<file path="src/logic/chk_read_pkg.sv">
package chk_read_pkg;

  // --------------------------------------------------------------
  // clock and delay timing
  // --------------------------------------------------------------
  localparam int unsigned CLK_HZ           = 50_000_000;
  localparam int unsigned VBC_DELAY_MS     = 75;
  localparam int unsigned RUNAWAY_DELAY_MS = 100;
  localparam int unsigned SPROCKET_DELAY_US = 1500;
  localparam int unsigned VBC_CYCLES =
    (CLK_HZ / 1000) * VBC_DELAY_MS;
  localparam int unsigned RUNAWAY_CYCLES =
    (CLK_HZ / 1000) * RUNAWAY_DELAY_MS;
  localparam int unsigned SPROCKET_CYCLES =
    (CLK_HZ / 1_000_000) * SPROCKET_DELAY_US;

  // --------------------------------------------------------------
  // character counter
  // --------------------------------------------------------------
  localparam int unsigned CNT_W         = 7;
  localparam logic [6:0]  CNT_RESET     = 7'h00;
  localparam logic [6:0]  CNT_LAST      = 7'h77;  // 119
  localparam logic [6:0]  CNT_WIN_START = 7'h0b;  // 11
  localparam logic [6:0]  CNT_WIN_END   = 7'h6b;  // 107

  // --------------------------------------------------------------
  // synchronizers and register map
  // --------------------------------------------------------------
  localparam int unsigned NUM_SYNC     = 4;
  localparam logic [7:0]  CONNECT_CODE = 8'h41;   // instruction 65
  localparam logic [3:0]  REG_CTRL     = 4'h0;
  localparam logic [3:0]  REG_STATUS   = 4'h4;
  localparam logic [3:0]  REG_COUNT    = 4'h8;
  localparam logic [3:0]  REG_CMD      = 4'hc;
  // control register bit positions
  localparam int unsigned CTRL_CONT    = 0;
  localparam int unsigned CTRL_FMT_OLD = 1;
  // command field: [7:0] code, [9:8] synchronizer select
  localparam int unsigned CMD_SEL_LSB  = 8;
  localparam int unsigned CMD_CLR_TW   = 16;

endpackage

</file>
<file path="src/logic/delay_timer.sv">
`timescale 1ns/100ps
// retriggerable one-shot down-counter on the system clock
module delay_timer #(
  parameter int unsigned CYCLES = 16
) (
  // clock and reset
  input  wire logic clk_sys,
  input  wire logic rst,
  // control
  input  wire logic start,
  output logic      busy,
  output logic      expire
);

  localparam int unsigned W = $clog2(CYCLES + 1);

  typedef struct packed {
    logic [W-1:0] cnt;
    logic         busy;
    logic         expire;
  } state_t;

  state_t cur_q;
  state_t cur_d;

  // load on start, pulse expire when the count runs out
  always_comb begin
    cur_d        = cur_q;
    cur_d.expire = 1'b0;
    if (start) begin
      cur_d.cnt  = W'(CYCLES - 1);
      cur_d.busy = 1'b1;
    end else if (cur_q.busy) begin
      if (cur_q.cnt == '0) begin
        cur_d.busy   = 1'b0;
        cur_d.expire = 1'b1;
      end else begin
        cur_d.cnt = cur_q.cnt - W'(1);
      end
    end
  end

  always_ff @(posedge clk_sys) begin
    if (rst) begin
      cur_q <= '0;
    end else begin
      cur_q <= cur_d;
    end
  end

  assign busy   = cur_q.busy;
  assign expire = cur_q.expire;

endmodule

</file>
<file path="src/logic/check_read_count_and_error_detect.sv">
`timescale 1ns/100ps
// Function
// - last sprocket under bad-spot gating sets possible flag, starts timer
// - after 75 ms, possible flag still set confirms very bad count
// - bad spot or inter-block space during delay clears possible flag
// - blockette tape: end-count on read cycle clears possible flag
// - photocell pulse, or bad-spot flag on forward read, clears flag
// - last sprocket with confirmed flag raises error, starts read ending
// - runaway flag set on confirmation, cleared by any read cycle with character data after the confirming cycle
// - runaway flag still set after 100 ms gives runaway error
// - attached synchronizer read path goes to checker; writes unaffected
// - check-read data only parity-checked, never stored to buffers
// - four connect flags; connect code 65 sets one, starts reading, unless old format, continue, ten-word or a connect flag is set
// - release pulse clears connect flag unless continue flag set
// - seven-stage binary counter counts characters of ten-word group
// - counter cleared at check-read start and on hash pulse
// - step per read cycle; stage toggles when all lower stages one
// - step at 119 resets all stages to zero
// - wrap step sets group-complete flag, equivalent to count zero
// - counts 11 and 107 gated with step mark alert window
// - last sprocket made 1.5 ms after character before a break
// - first-char step with group-complete set clears it and continue, sets ten-word
module check_read_count_and_error_detect #(
  parameter int unsigned VBC_CYC     = chk_read_pkg::VBC_CYCLES,
  parameter int unsigned RUNAWAY_CYC = chk_read_pkg::RUNAWAY_CYCLES,
  parameter int unsigned SPR_CYC     = chk_read_pkg::SPROCKET_CYCLES
) (
  // clock and reset
  input  wire logic        clk_sys,
  input  wire logic        rst,
  // wishbone slave
  input  wire logic        wb_cyc_i,
  input  wire logic        wb_stb_i,
  input  wire logic        wb_we_i,
  input  wire logic [3:0]  wb_adr_i,
  input  wire logic [3:0]  wb_sel_i,
  input  wire logic [31:0] wb_dat_i,
  output logic      [31:0] wb_dat_o,
  output logic             wb_ack_o,
  // synchronizer read circuits, one lane each
  input  wire logic [3:0]  tapeReadCycle,
  input  wire logic [3:0]  hashPulse,
  input  wire logic [3:0]  readEndReleasePulse,
  input  wire logic [3:0]  readCharData,
  // attached read path events
  input  wire logic        badSpotGating,
  input  wire logic        blocketteEndCount,
  input  wire logic        photocellBadSpotPulse,
  input  wire logic        badSpotFlagClear,
  input  wire logic        readForward,
  input  wire logic        blocketteFormat,
  // outputs to synchronizers and checker
  output logic      [3:0]  connectFlag,
  output logic      [3:0]  startRead,
  output logic      [3:0]  readPathToChecker,
  output logic             translateCheckEn,
  output logic             bufferWriteEn,
  output logic             lastSprocketEvent,
  output logic             alertWindowStart,
  output logic             alertWindowEnd,
  output logic             groupCompleteFlag,
  output logic             tenWordFlag,
  output logic             continueFlag,
  output logic             veryBadCountErr,
  output logic             tapeRunawayErr,
  output logic             readEndStart
);

  // ------------------------------------------------------------
  // state
  // ------------------------------------------------------------
  typedef struct packed {
    logic [3:0]  connect;
    logic [3:0]  startRd;
    logic        xlate;
    logic [6:0]  count;
    logic        groupDone;
    logic        tenWord;
    logic        cont;
    logic        possVbc;
    logic        vbc;
    logic        runaway;
    logic        vbcErr;
    logic        runErr;
    logic        readEnd;
    logic        errSticky;
    logic        fmtOld;
    logic        winStart;
    logic        winEnd;
    logic        lastSpr;
    logic [16:0] gapCnt;
    logic        gapArmed;
    logic        ack;
    logic [31:0] rdat;
  } state_t;

  state_t cur_q;
  state_t cur_d;

  // ------------------------------------------------------------
  // delay timers
  // ------------------------------------------------------------
  logic vbcStart;
  logic vbcExpire;
  logic runStart;
  logic runExpire;

  delay_timer #(.CYCLES(VBC_CYC)) vbcTimer (
    .clk_sys (clk_sys),
    .rst     (rst),
    .start   (vbcStart),
    .busy    (),
    .expire  (vbcExpire)
  );

  delay_timer #(.CYCLES(RUNAWAY_CYC)) runTimer (
    .clk_sys (clk_sys),
    .rst     (rst),
    .start   (runStart),
    .busy    (),
    .expire  (runExpire)
  );

  // ------------------------------------------------------------
  // attached lane selection
  // ------------------------------------------------------------
  logic attached;
  logic stepEv;
  logic hashEv;
  logic releaseEv;
  logic anyChar;

  // only the attached lane reaches the checker
  assign attached  = |cur_q.connect;
  assign stepEv    = |(tapeReadCycle & cur_q.connect);
  assign hashEv    = |(hashPulse & cur_q.connect);
  assign releaseEv = |(readEndReleasePulse & cur_q.connect);
  assign anyChar   = stepEv & (|(readCharData & cur_q.connect));

  // ------------------------------------------------------------
  // bus decode
  // ------------------------------------------------------------
  logic busReq;
  logic wrCtrl;
  logic wrCmd;
  logic connectCmd;
  logic [1:0] selLane;

  // single-cycle ack, dropped the cycle after it was given
  assign busReq = wb_cyc_i & wb_stb_i & ~cur_q.ack;
  assign wrCtrl = busReq & wb_we_i & wb_sel_i[0]
                  & (wb_adr_i == chk_read_pkg::REG_CTRL);
  assign wrCmd  = busReq & wb_we_i & wb_sel_i[0]
                  & (wb_adr_i == chk_read_pkg::REG_CMD);
  assign selLane = wb_dat_i[chk_read_pkg::CMD_SEL_LSB +: 2];
  assign connectCmd = wrCmd & wb_sel_i[1]
                    & (wb_dat_i[7:0] == chk_read_pkg::CONNECT_CODE);

  // ------------------------------------------------------------
  // next state
  // ------------------------------------------------------------
  logic [6:0] stepped;
  logic       clrPoss;
  logic       carry;

  always_comb begin
    cur_d          = cur_q;
    cur_d.startRd  = 4'h0;
    cur_d.winStart = 1'b0;
    cur_d.winEnd   = 1'b0;
    cur_d.vbcErr   = 1'b0;
    cur_d.runErr   = 1'b0;
    cur_d.readEnd  = 1'b0;
    cur_d.lastSpr  = 1'b0;
    cur_d.ack      = busReq;
    vbcStart       = 1'b0;
    runStart       = 1'b0;
    stepped        = cur_q.count;

    // last sprocket 1.5 ms after final character
    if (stepEv) begin
      cur_d.gapCnt   = 17'(SPR_CYC - 1);
      cur_d.gapArmed = attached;
    end else if (cur_q.gapArmed) begin
      if (cur_q.gapCnt == '0) begin
        cur_d.gapArmed = 1'b0;
        cur_d.lastSpr  = 1'b1;
      end else begin
        cur_d.gapCnt = cur_q.gapCnt - 17'(1);
      end
    end

    // ripple-style toggle: each stage flips when lower ones all one
    carry = 1'b1;
    for (int i = 0; i < chk_read_pkg::CNT_W; i++) begin
      stepped[i] = cur_q.count[i] ^ carry;
      carry      = carry & cur_q.count[i];
    end

    // software clear first, so a new group in the same cycle wins
    if (wrCmd & wb_dat_i[chk_read_pkg::CMD_CLR_TW]) begin
      cur_d.tenWord = 1'b0;
    end

    if (hashEv) begin
      cur_d.count = chk_read_pkg::CNT_RESET;
    end else if (stepEv) begin
      if (cur_q.count == chk_read_pkg::CNT_LAST) begin
        cur_d.count = chk_read_pkg::CNT_RESET;
        cur_d.groupDone = 1'b1;
      end else begin
        cur_d.count = stepped;
        if (cur_q.groupDone) begin
          cur_d.groupDone = 1'b0;
          cur_d.cont      = 1'b0;
          cur_d.tenWord   = 1'b1;
        end
      end
      // alert window decodes gated with step
      cur_d.winStart = (cur_q.count == chk_read_pkg::CNT_WIN_START);
      cur_d.winEnd   = (cur_q.count == chk_read_pkg::CNT_WIN_END);
    end

    // clear sources for the possible flag
    clrPoss = 1'b0;
    if (blocketteFormat & stepEv & blocketteEndCount) begin
      clrPoss = 1'b1;
    end
    // photocell pulse, or bad-spot flag during forward read
    if (photocellBadSpotPulse | (readForward & badSpotFlagClear)) begin
      clrPoss = 1'b1;
    end
    if (clrPoss) begin
      cur_d.possVbc = 1'b0;
    end

    if (cur_q.lastSpr) begin
      // error only on last sprocket with confirmed flag
      if (cur_q.vbc) begin
        cur_d.vbcErr    = 1'b1;
        cur_d.readEnd   = 1'b1;
        cur_d.vbc       = 1'b0;
        cur_d.errSticky = 1'b1;
      // possible very bad count, start timer
      end else if (badSpotGating) begin
        cur_d.possVbc = 1'b1;
        vbcStart      = 1'b1;
      end
    end

    // test flag when the 75 ms delay ends
    if (vbcExpire & cur_q.possVbc & ~clrPoss) begin
      cur_d.possVbc = 1'b0;
      cur_d.vbc     = 1'b1;
      cur_d.runaway = 1'b1;
      runStart      = 1'b1;
    end

    // any data read after the confirming cycle clears runaway flag
    if (anyChar & ~runStart) begin
      cur_d.runaway = 1'b0;
    end

    if (runExpire & cur_q.runaway & ~anyChar) begin
      cur_d.runErr    = 1'b1;
      cur_d.readEnd   = 1'b1;
      cur_d.runaway   = 1'b0;
      cur_d.vbc       = 1'b0;
      cur_d.errSticky = 1'b1;
    end

    if (releaseEv & ~cur_q.cont) begin
      cur_d.connect = 4'h0;
    end

    // control register writes
    if (wrCtrl) begin
      cur_d.cont   = wb_dat_i[chk_read_pkg::CTRL_CONT];
      cur_d.fmtOld = wb_dat_i[chk_read_pkg::CTRL_FMT_OLD];
    end

    // connect selects one lane and starts reading
    if (connectCmd) begin
      if (attached | cur_q.cont | cur_q.tenWord) begin
        cur_d.errSticky = 1'b1;
      end else if (~cur_q.fmtOld) begin
        cur_d.connect  = 4'(1) << selLane;
        cur_d.startRd  = 4'(1) << selLane;
        // start of check read clears counter
        cur_d.count     = chk_read_pkg::CNT_RESET;
        cur_d.groupDone = 1'b1;
        cur_d.errSticky = 1'b0;
      end
    end

    // translator check follows the final connect flags
    cur_d.xlate = |cur_d.connect;

    // read data mux, unmapped reads as zero
    cur_d.rdat = 32'h0000_0000;
    unique case (wb_adr_i)
      chk_read_pkg::REG_CTRL:
        cur_d.rdat = {30'h0, cur_q.fmtOld, cur_q.cont};
      chk_read_pkg::REG_STATUS:
        cur_d.rdat = {22'h0, cur_q.errSticky, cur_q.runaway,
                      cur_q.vbc, cur_q.possVbc, cur_q.tenWord,
                      cur_q.groupDone, cur_q.connect};
      chk_read_pkg::REG_COUNT:
        cur_d.rdat = {25'h0, cur_q.count};
      default:
        cur_d.rdat = 32'h0000_0000;
    endcase
  end

  // ------------------------------------------------------------
  // registers
  // ------------------------------------------------------------
  always_ff @(posedge clk_sys) begin
    if (rst) begin
      cur_q <= '0;
    end else begin
      cur_q <= cur_d;
    end
  end

  // ------------------------------------------------------------
  // outputs, all from flip-flops except the tied-low buffer write enable
  // ------------------------------------------------------------
  assign wb_dat_o          = cur_q.rdat;
  assign wb_ack_o          = cur_q.ack;
  assign connectFlag       = cur_q.connect;
  assign startRead         = cur_q.startRd;
  // read path steering follows connect flags
  assign readPathToChecker = cur_q.connect;
  // parity check only, buffers never written
  assign translateCheckEn  = cur_q.xlate;
  assign bufferWriteEn     = 1'b0;
  assign lastSprocketEvent = cur_q.lastSpr;
  assign alertWindowStart  = cur_q.winStart;
  assign alertWindowEnd    = cur_q.winEnd;
  assign groupCompleteFlag = cur_q.groupDone;
  assign tenWordFlag       = cur_q.tenWord;
  assign continueFlag      = cur_q.cont;
  assign veryBadCountErr   = cur_q.vbcErr;
  assign tapeRunawayErr    = cur_q.runErr;
  assign readEndStart      = cur_q.readEnd;

endmodule

</file>
<file path="config.mk">
export PLATFORM = sky130hd
export DESIGN_NAME = check_read_count_and_error_detect
export DESIGN_NICKNAME = d
export VERILOG_FILES = /design/src/logic/chk_read_pkg.sv /design/src/logic/delay_timer.sv /design/src/logic/check_read_count_and_error_detect.sv
export SDC_FILE = /design/constraint.sdc
export NUM_CORES = 1
export LEC_CHECK = 0
export CORE_MARGIN = 1.5
export CORE_UTILIZATION = 41
export DETAILED_ROUTE_END_ITERATION = 12
export DONT_BUFFER_PORTS = 1
export GPL_TIMING_DRIVEN = 0
export MAX_ROUTING_LAYER = met4
export SLEW_MARGIN = 20
export SYNTH_ARGS = -nofsm -noshare
export SYNTH_HDL_FRONTEND = slang
export SYNTH_SLANG_ARGS = --single-unit
export TNS_END_PERCENT = 1
</file>
<file path="constraint.sdc">
create_clock -name clk_sys -period 6.1 [get_ports clk_sys]
set_input_delay 1.22 -clock clk_sys [delete_from_list [all_inputs] [get_ports clk_sys]]
set_output_delay 1.22 -clock clk_sys [all_outputs]
set_load 0.02 [all_outputs]
</file>
==> out/results.ini, run 1 <==
[routing]
remaining_drc_errors=0
drtAntennaViolNets=0
wire_per_inst_microns=14.7
firstDrtPassIters=4
dr_total_vias=4218
viasPerCell=5.19
drt_iter0_drc=183
totalWireLength_mm=11.9

[floorplan]
fp.dieArea_sq_um=13700
die_y_microns=117
initial_utilization=0.421
pin_count=123
row_count=41
fp.dieW_microns=117
core_sq_um=12700

[timing]
finalSetupViolCount=0
min_period_ns=2.84
finalSetupTns_ns=0
worst_slew_margin_rel=0.525
finalHoldViolCount=0
max_freq_mhz=352
slew_viol_final=0
rsz0062_at_grt=no
tightest_slew_ns=0.706
fin_worst_skew_ns=0.00830
min_period_over_period=0.465
hold_ws_ns=0.475

[power_and_ir_drop]
power.density_nw_per_um2=227
max-vdd-ir-drop_uv=143
leakagePower_nw=2.21

[yosys]
synthDistinctLibCells=60
synth_area_leaders=dfxtp_1, buf_4, a21oi_1
synth-edff-count=0
synthArstFlopShare=0
synth_top_flop_cell=dfxtp_1
yosysSeqAreaShare=0.406
synth.largest_area_cell=dfxtp_1
syn-cell-area_sq_um=5330
yosysMostFrequentCell=dfxtp_1
synth.top_cells.by_count=dfxtp_1, a21oi_1, nor2_1
synth_top_area_frac=0.406
syn_inst=602
syn-mean-instance-area_sq_um=8.85
ys_ff_latch=108
yosys_warnings=0

[worst_setup_path]
cp.required_ns=6.31
cp-end-kind=flip-flop
crit_path_top_delay_cell=or4b_1
crit_chain=or4b_1, nor4_1, nand3_1, o211ai_1, a21oi_1
slowest_delay_ns=0.50
cp.arrival_ns=3.05
critPathKind=in2reg
worstPathMaxFanout=8
cp.buffers_inverters=0
startpoint_type=input pin
cp_top_family=simple AND/OR/NAND/NOR gates

[grt]
grt_pass1_vias=3840
overflow=0
grt_max_degree=19
grt_pass1_wl_mm=18.6
grt_antenna_before_repair=0
track_usage=0.180

[status]
status=complete, no violations

[finish]
nets=713
final_area_sq_um=5940
postLayoutCoreUtil=0.468
num_antenna_cells=0
drive_above_1_share=0.125
final_cells=812
synthToLayoutAreaGrowth_pct=11.4

[clock_tree]
cts_tree=done
cts_hold_buf=0
clock_tree.buffer_depth=2
numCtsBuffers=9
insertion_delay_ns=0.35
cts-htree-levels=3
cts-resized-gates=0
cts-root-buf=clkbuf_16
clkTransAtPathRegs_ns=0.07
cts.sinks=108
postCtsSetupRepairBufs=0

[flow_run]
cap_viol_max_count=0

[place]
dp_cells=796
io_buffers=0
place.gp.congestion=0.861
place_area_sq_um=5630
hpwlAfterDp_mm=8.98

[min_path]
min_path_type=reg2reg

==> through the flow <==
stage | setup WS [ns] | total power [mW]
detailed placement | 2.88 | 0.767
CTS | 3.26 | 1.36
global placement | 2.95 | 0.767
global route | 3.05 | 1.40
floorplan | 3.31 | 0.760
finish | 3.26 | 1.35
==> cell usage in the layout (no fill, tap or decap), drive strengths merged, types with 13 or more instances in the layout <==
master	synthesis	final
conb	1	23
xor2	29	29
clkbuf	24	34
nand3	17	17
buf	49	49
dfxtp	108	108
a21oi	62	62
nor2	56	56
nor3	17	17
xnor2	23	23
nor4	24	24
nand2	33	33
or4	13	13
==> flip-flops by register name (all words and copies together), names as in the netlist, 4 cells and up <==
register and count:
startRead 4, runTimer.cur_q 23, vbcTimer.cur_q 22, cur_q 30
connectFlag 4, wb_dat_o 10
==> logic make-up (layout without fill, tap and decap cells) <==
family / count (synthesis) / count (layout) / share of synthesized area
simple gates: 219 / 219 / 0.231
compound gates: 118 / 118 / 0.139
flops: 108 / 108 / 0.406
buf+inv: 83 / 99 / 0.0923
xor+xnor: 52 / 52 / 0.0855
fa+ha+maj: 11 / 11 / 0.0258
mux: 10 / 10 / 0.0197
other cells: 1 / 23 / 0.000704
==> routing by layer <==
metal / share of wire / vias to the layer above / GRT usage / wire length (microns)
met5: 0 / - / - / 0
met2: 0.49 / 120 / 0.316 / 5900
met4: 0.0083 / 0 / 0.0739 / 99
met3: 0.050 / 8 / 0.0314 / 592
li1: - / 2162 / - / -
met1: 0.45 / 1928 / 0.203 / 5330
==> worst register-to-register path: stages (launching register included) <==
cell and delay, ns:
dfxtp_1 0.37, clkbuf_1 0.33, a221o_1 0.21, clkbuf_1 0.37, a311o_1 0.48, clkbuf_1 0.39, a21oi_1 0.13
==> power by group <==
| group | internal (mW) | leakage [nW] | switching, mW |
|---|---|---|---|
| combinational | 0.0153 | 1.20 | 0.0303 |
| sequential | 0.705 | 0.869 | 0.000549 |
| clock | 0.333 | 0.147 | 0.266 |
==> area by class of cell <==
class,instances,area [sq um]
plain buffers,73,454
clock buffers,10,239
clock inverters,6,70.1
fillers,1200,6740
inverters,10,37.5
multi-input cells,433,2760
flip-flops and latches,108,2160
well taps,172,215
==> path summary, 6_finish.rpt <==
path / from / end / slack, ns / cells past startpoint
worst max-delay path: wb_dat_i[5] / cur_q[68] / 3.26 / 5
worst min-delay path: runTimer.expire / cur_q[60] / 0.48 / 1
worst max register to register: connectFlag[1] / runTimer.cur_q[20] / 3.69 / 6
worst min register to register: runTimer.expire / cur_q[60] / 0.48 / 1
Note: power is estimated with default switching activity, not from simulation.
==> run 2, diff against run 1 <==
==> constraint.sdc (replaced) <==
create_clock -name clk_sys -period 2.53 [get_ports clk_sys]
set_input_delay 0.506 -clock clk_sys [delete_from_list [all_inputs] [get_ports clk_sys]]
set_output_delay 0.506 -clock clk_sys [all_outputs]
set_load 0.02 [all_outputs]
==> run 2 against run 1 <==
Effect of this change: die area is the same; count of clock-buffer cells in the layout did not move; first-iteration DRC count up 7.7%; final cell count did not move; clock power grew 140%; non-clock buffer count unchanged; sequential share of layout area is essentially flat; clock skew decreased by 0.0019 ns; routed wire length hardly changed; global-route usage is the same; critical path type is now reg2reg; highest routed layer unchanged.
==> out/results.ini, run 2 (synthesis results as in run 1) <==
[status]
status=complete, no violations  ; unchanged

[power_and_ir_drop]
leakagePower_nw=2.21  ; about the same
max-vdd-ir-drop_uv=348  ; was 143 uV
power.density_nw_per_um2=549  ; was 227 nW/um^2
power.total_mw=3.26  ; was 1.35 mW

[grt]
track_usage=0.180  ; unchanged
overflow=0  ; unchanged
grt_max_degree=19  ; unchanged
grt_pass1_vias=3840  ; unchanged
grt_pass1_wl_mm=18.6  ; unchanged
grt_antenna_before_repair=0  ; unchanged

[floorplan]
die_y_microns=117  ; unchanged
pin_count=123  ; unchanged
initial_utilization=0.421  ; unchanged
row_count=41  ; unchanged
fp.dieArea_sq_um=13700  ; unchanged
fp.dieW_microns=117  ; unchanged
core_sq_um=12700  ; unchanged

[timing]
slew_viol_final=0  ; unchanged
max_freq_mhz=429
finalWorstSetupSlack_ns=0.200  ; was 3.26 ns
finalSetupTns_ns=0  ; unchanged
finalHoldViolCount=0  ; unchanged
fin_worst_skew_ns=0.00643  ; was 0.00830 ns
worst_slew_margin_rel=0.525  ; about the same
rsz0062_at_grt=no  ; unchanged
min_period_over_period=0.921
tightest_slew_ns=0.705  ; was 0.706 ns
min_period_ns=2.33
finalSetupViolCount=0  ; unchanged

[finish]
fillers=1202  ; was 1200
layout_common_cells=dfxtp_1, a21oi_1, nor2_1  ; unchanged
num_antenna_cells=0  ; unchanged
nets=713  ; unchanged
final_area_sq_um=5940  ; about the same
layout.cells.most_common=dfxtp_1  ; unchanged
synthToLayoutAreaGrowth_pct=11.5  ; was 11.4%
largest_reg_flops=30  ; unchanged
largest_register=cur_q  ; unchanged
drive_above_1_share=0.128  ; was 0.125
top_regs=cur_q x30, runTimer.cur_q x23, vbcTimer.cur_q x22  ; unchanged

[worst_setup_path]
cp.required_ns=2.76  ; was 6.31 ns
crit_chain=a22o_1, a221o_1, clkbuf_1, a311o_2, nand2b_1, buf_2, nor2_1  ; was or4b_1, nor4_1, nand3_1, o211ai_1, a21oi_1
cp_top_family=compound AO/OA/AOI/OAI gates  ; was simple AND/OR/NAND/NOR gates
startpoint_type=flip-flop  ; was input pin
cp.buffers_inverters=2  ; was 0
cp.arrival_ns=2.56  ; was 3.05 ns
cp-end-kind=flip-flop  ; unchanged
crit_path_top_delay_cell=a311o_2  ; was or4b_1
slowest_delay_ns=0.55  ; was 0.50 ns
worstPathMaxFanout=10  ; was 8
critPathKind=reg2reg  ; was in2reg

[routing]
totalWireLength_mm=11.9  ; about the same
drtAntennaViolNets=0  ; unchanged
firstDrtPassIters=4  ; unchanged
wire_per_inst_microns=14.7  ; about the same
drt_iter0_drc=197  ; was 183
viasPerCell=5.23  ; was 5.19
dr_total_vias=4248  ; was 4218
remaining_drc_errors=0  ; unchanged

[clock_tree]
clkTransAtPathRegs_ns=0.07  ; about the same
numCtsBuffers=9  ; unchanged
cts-htree-levels=3  ; unchanged
postCtsSetupRepairBufs=0  ; unchanged
cts.sinks=108  ; unchanged
clock_tree.buffer_depth=2  ; unchanged
cts-root-buf=clkbuf_16  ; unchanged
insertion_delay_ns=0.35  ; about the same
cts_tree=done  ; unchanged

[place]
io_buffers=0  ; unchanged
hpwlAfterDp_mm=8.98  ; unchanged
preCtsSetupSlack_ns=0.0286  ; was 2.88 ns
place.gp.congestion=0.861  ; unchanged
place_area_sq_um=5630  ; unchanged

[flow_run]
cap_viol_max_count=0  ; unchanged

[min_path]
min_path_type=in2reg  ; was reg2reg

==> run 2: per-stage QoR <==
| step | hold WS [ns] | util | instances |
|---|---|---|---|
| 2_1_floorplan | 0.447 | - | 624 |
| 3_3_place_gp | 0.457 | 0.444 | 796 |
| 3_5_place_dp | 0.470 | 0.444 | 796 |
| 4_1_cts | 0.216 | 0.468 | 812 |
| 5_1_grt | 0.215 | 0.469 | 812 |
| 6_report | 0.226 | 0.469 | 812 |
==> run 2: worst reg2reg max path, stage by stage, from the launching register on <==
cell and delay, ns:
dfxtp_1 0.42, a22o_1 0.27, a221o_1 0.26, clkbuf_1 0.24, a311o_2 0.55, nand2b_1 0.16
buf_2 0.23, nor2_1 0.08
==> run 2: routing by layer <==
layer	part of all wire	track usage	vias up
li1	-	-	2163
met1	0.44	0.203	1939
met2	0.49	0.316	124
met3	0.048	0.0314	22
met4	0.022	0.0739	0
met5	0	-	-
==> run 2: layout make-up <==
type	instances	area, sq um	area share
Multi-Input combinational cell	433	2760	0.465
Inverter	10	37.5	0.00632
Buffer	73	454	0.0764
Clock buffer	10	239	0.0402
Sequential cell	108	2160	0.364
Clock inverter	6	70.1	0.0118
Tap cell	172	215	0.0362
==> run 2: worst paths after layout <==
check                       start         endpoint  slack (ns)  cells after the start
setup / recovery   connectFlag[2]  runTimer.expire        0.20                      7
hold reg to reg   runTimer.expire        cur_q[60]        0.48                      1
hold / removal        wb_dat_i[9]     startRead[1]        0.23                      1
setup reg to reg   connectFlag[2]  runTimer.expire        0.20                      7
==> run 2: what timing repair did <==
action / CTS / global route
setup endpoints to repair: 0 / 22
gates resized for setup: 0 / 2
endpoints found under the hold margin: 0 / 0
hold buffers: 0 / 0
==> run 2: report_power, final <==
group	leakage [nW]	switching (mW)	total (mW)	internal, mW
Clock	0.147	0.646	1.45	0.804
Combinational	1.20	0.0730	0.110	0.0368
Sequential	0.869	0.00132	1.70	1.70
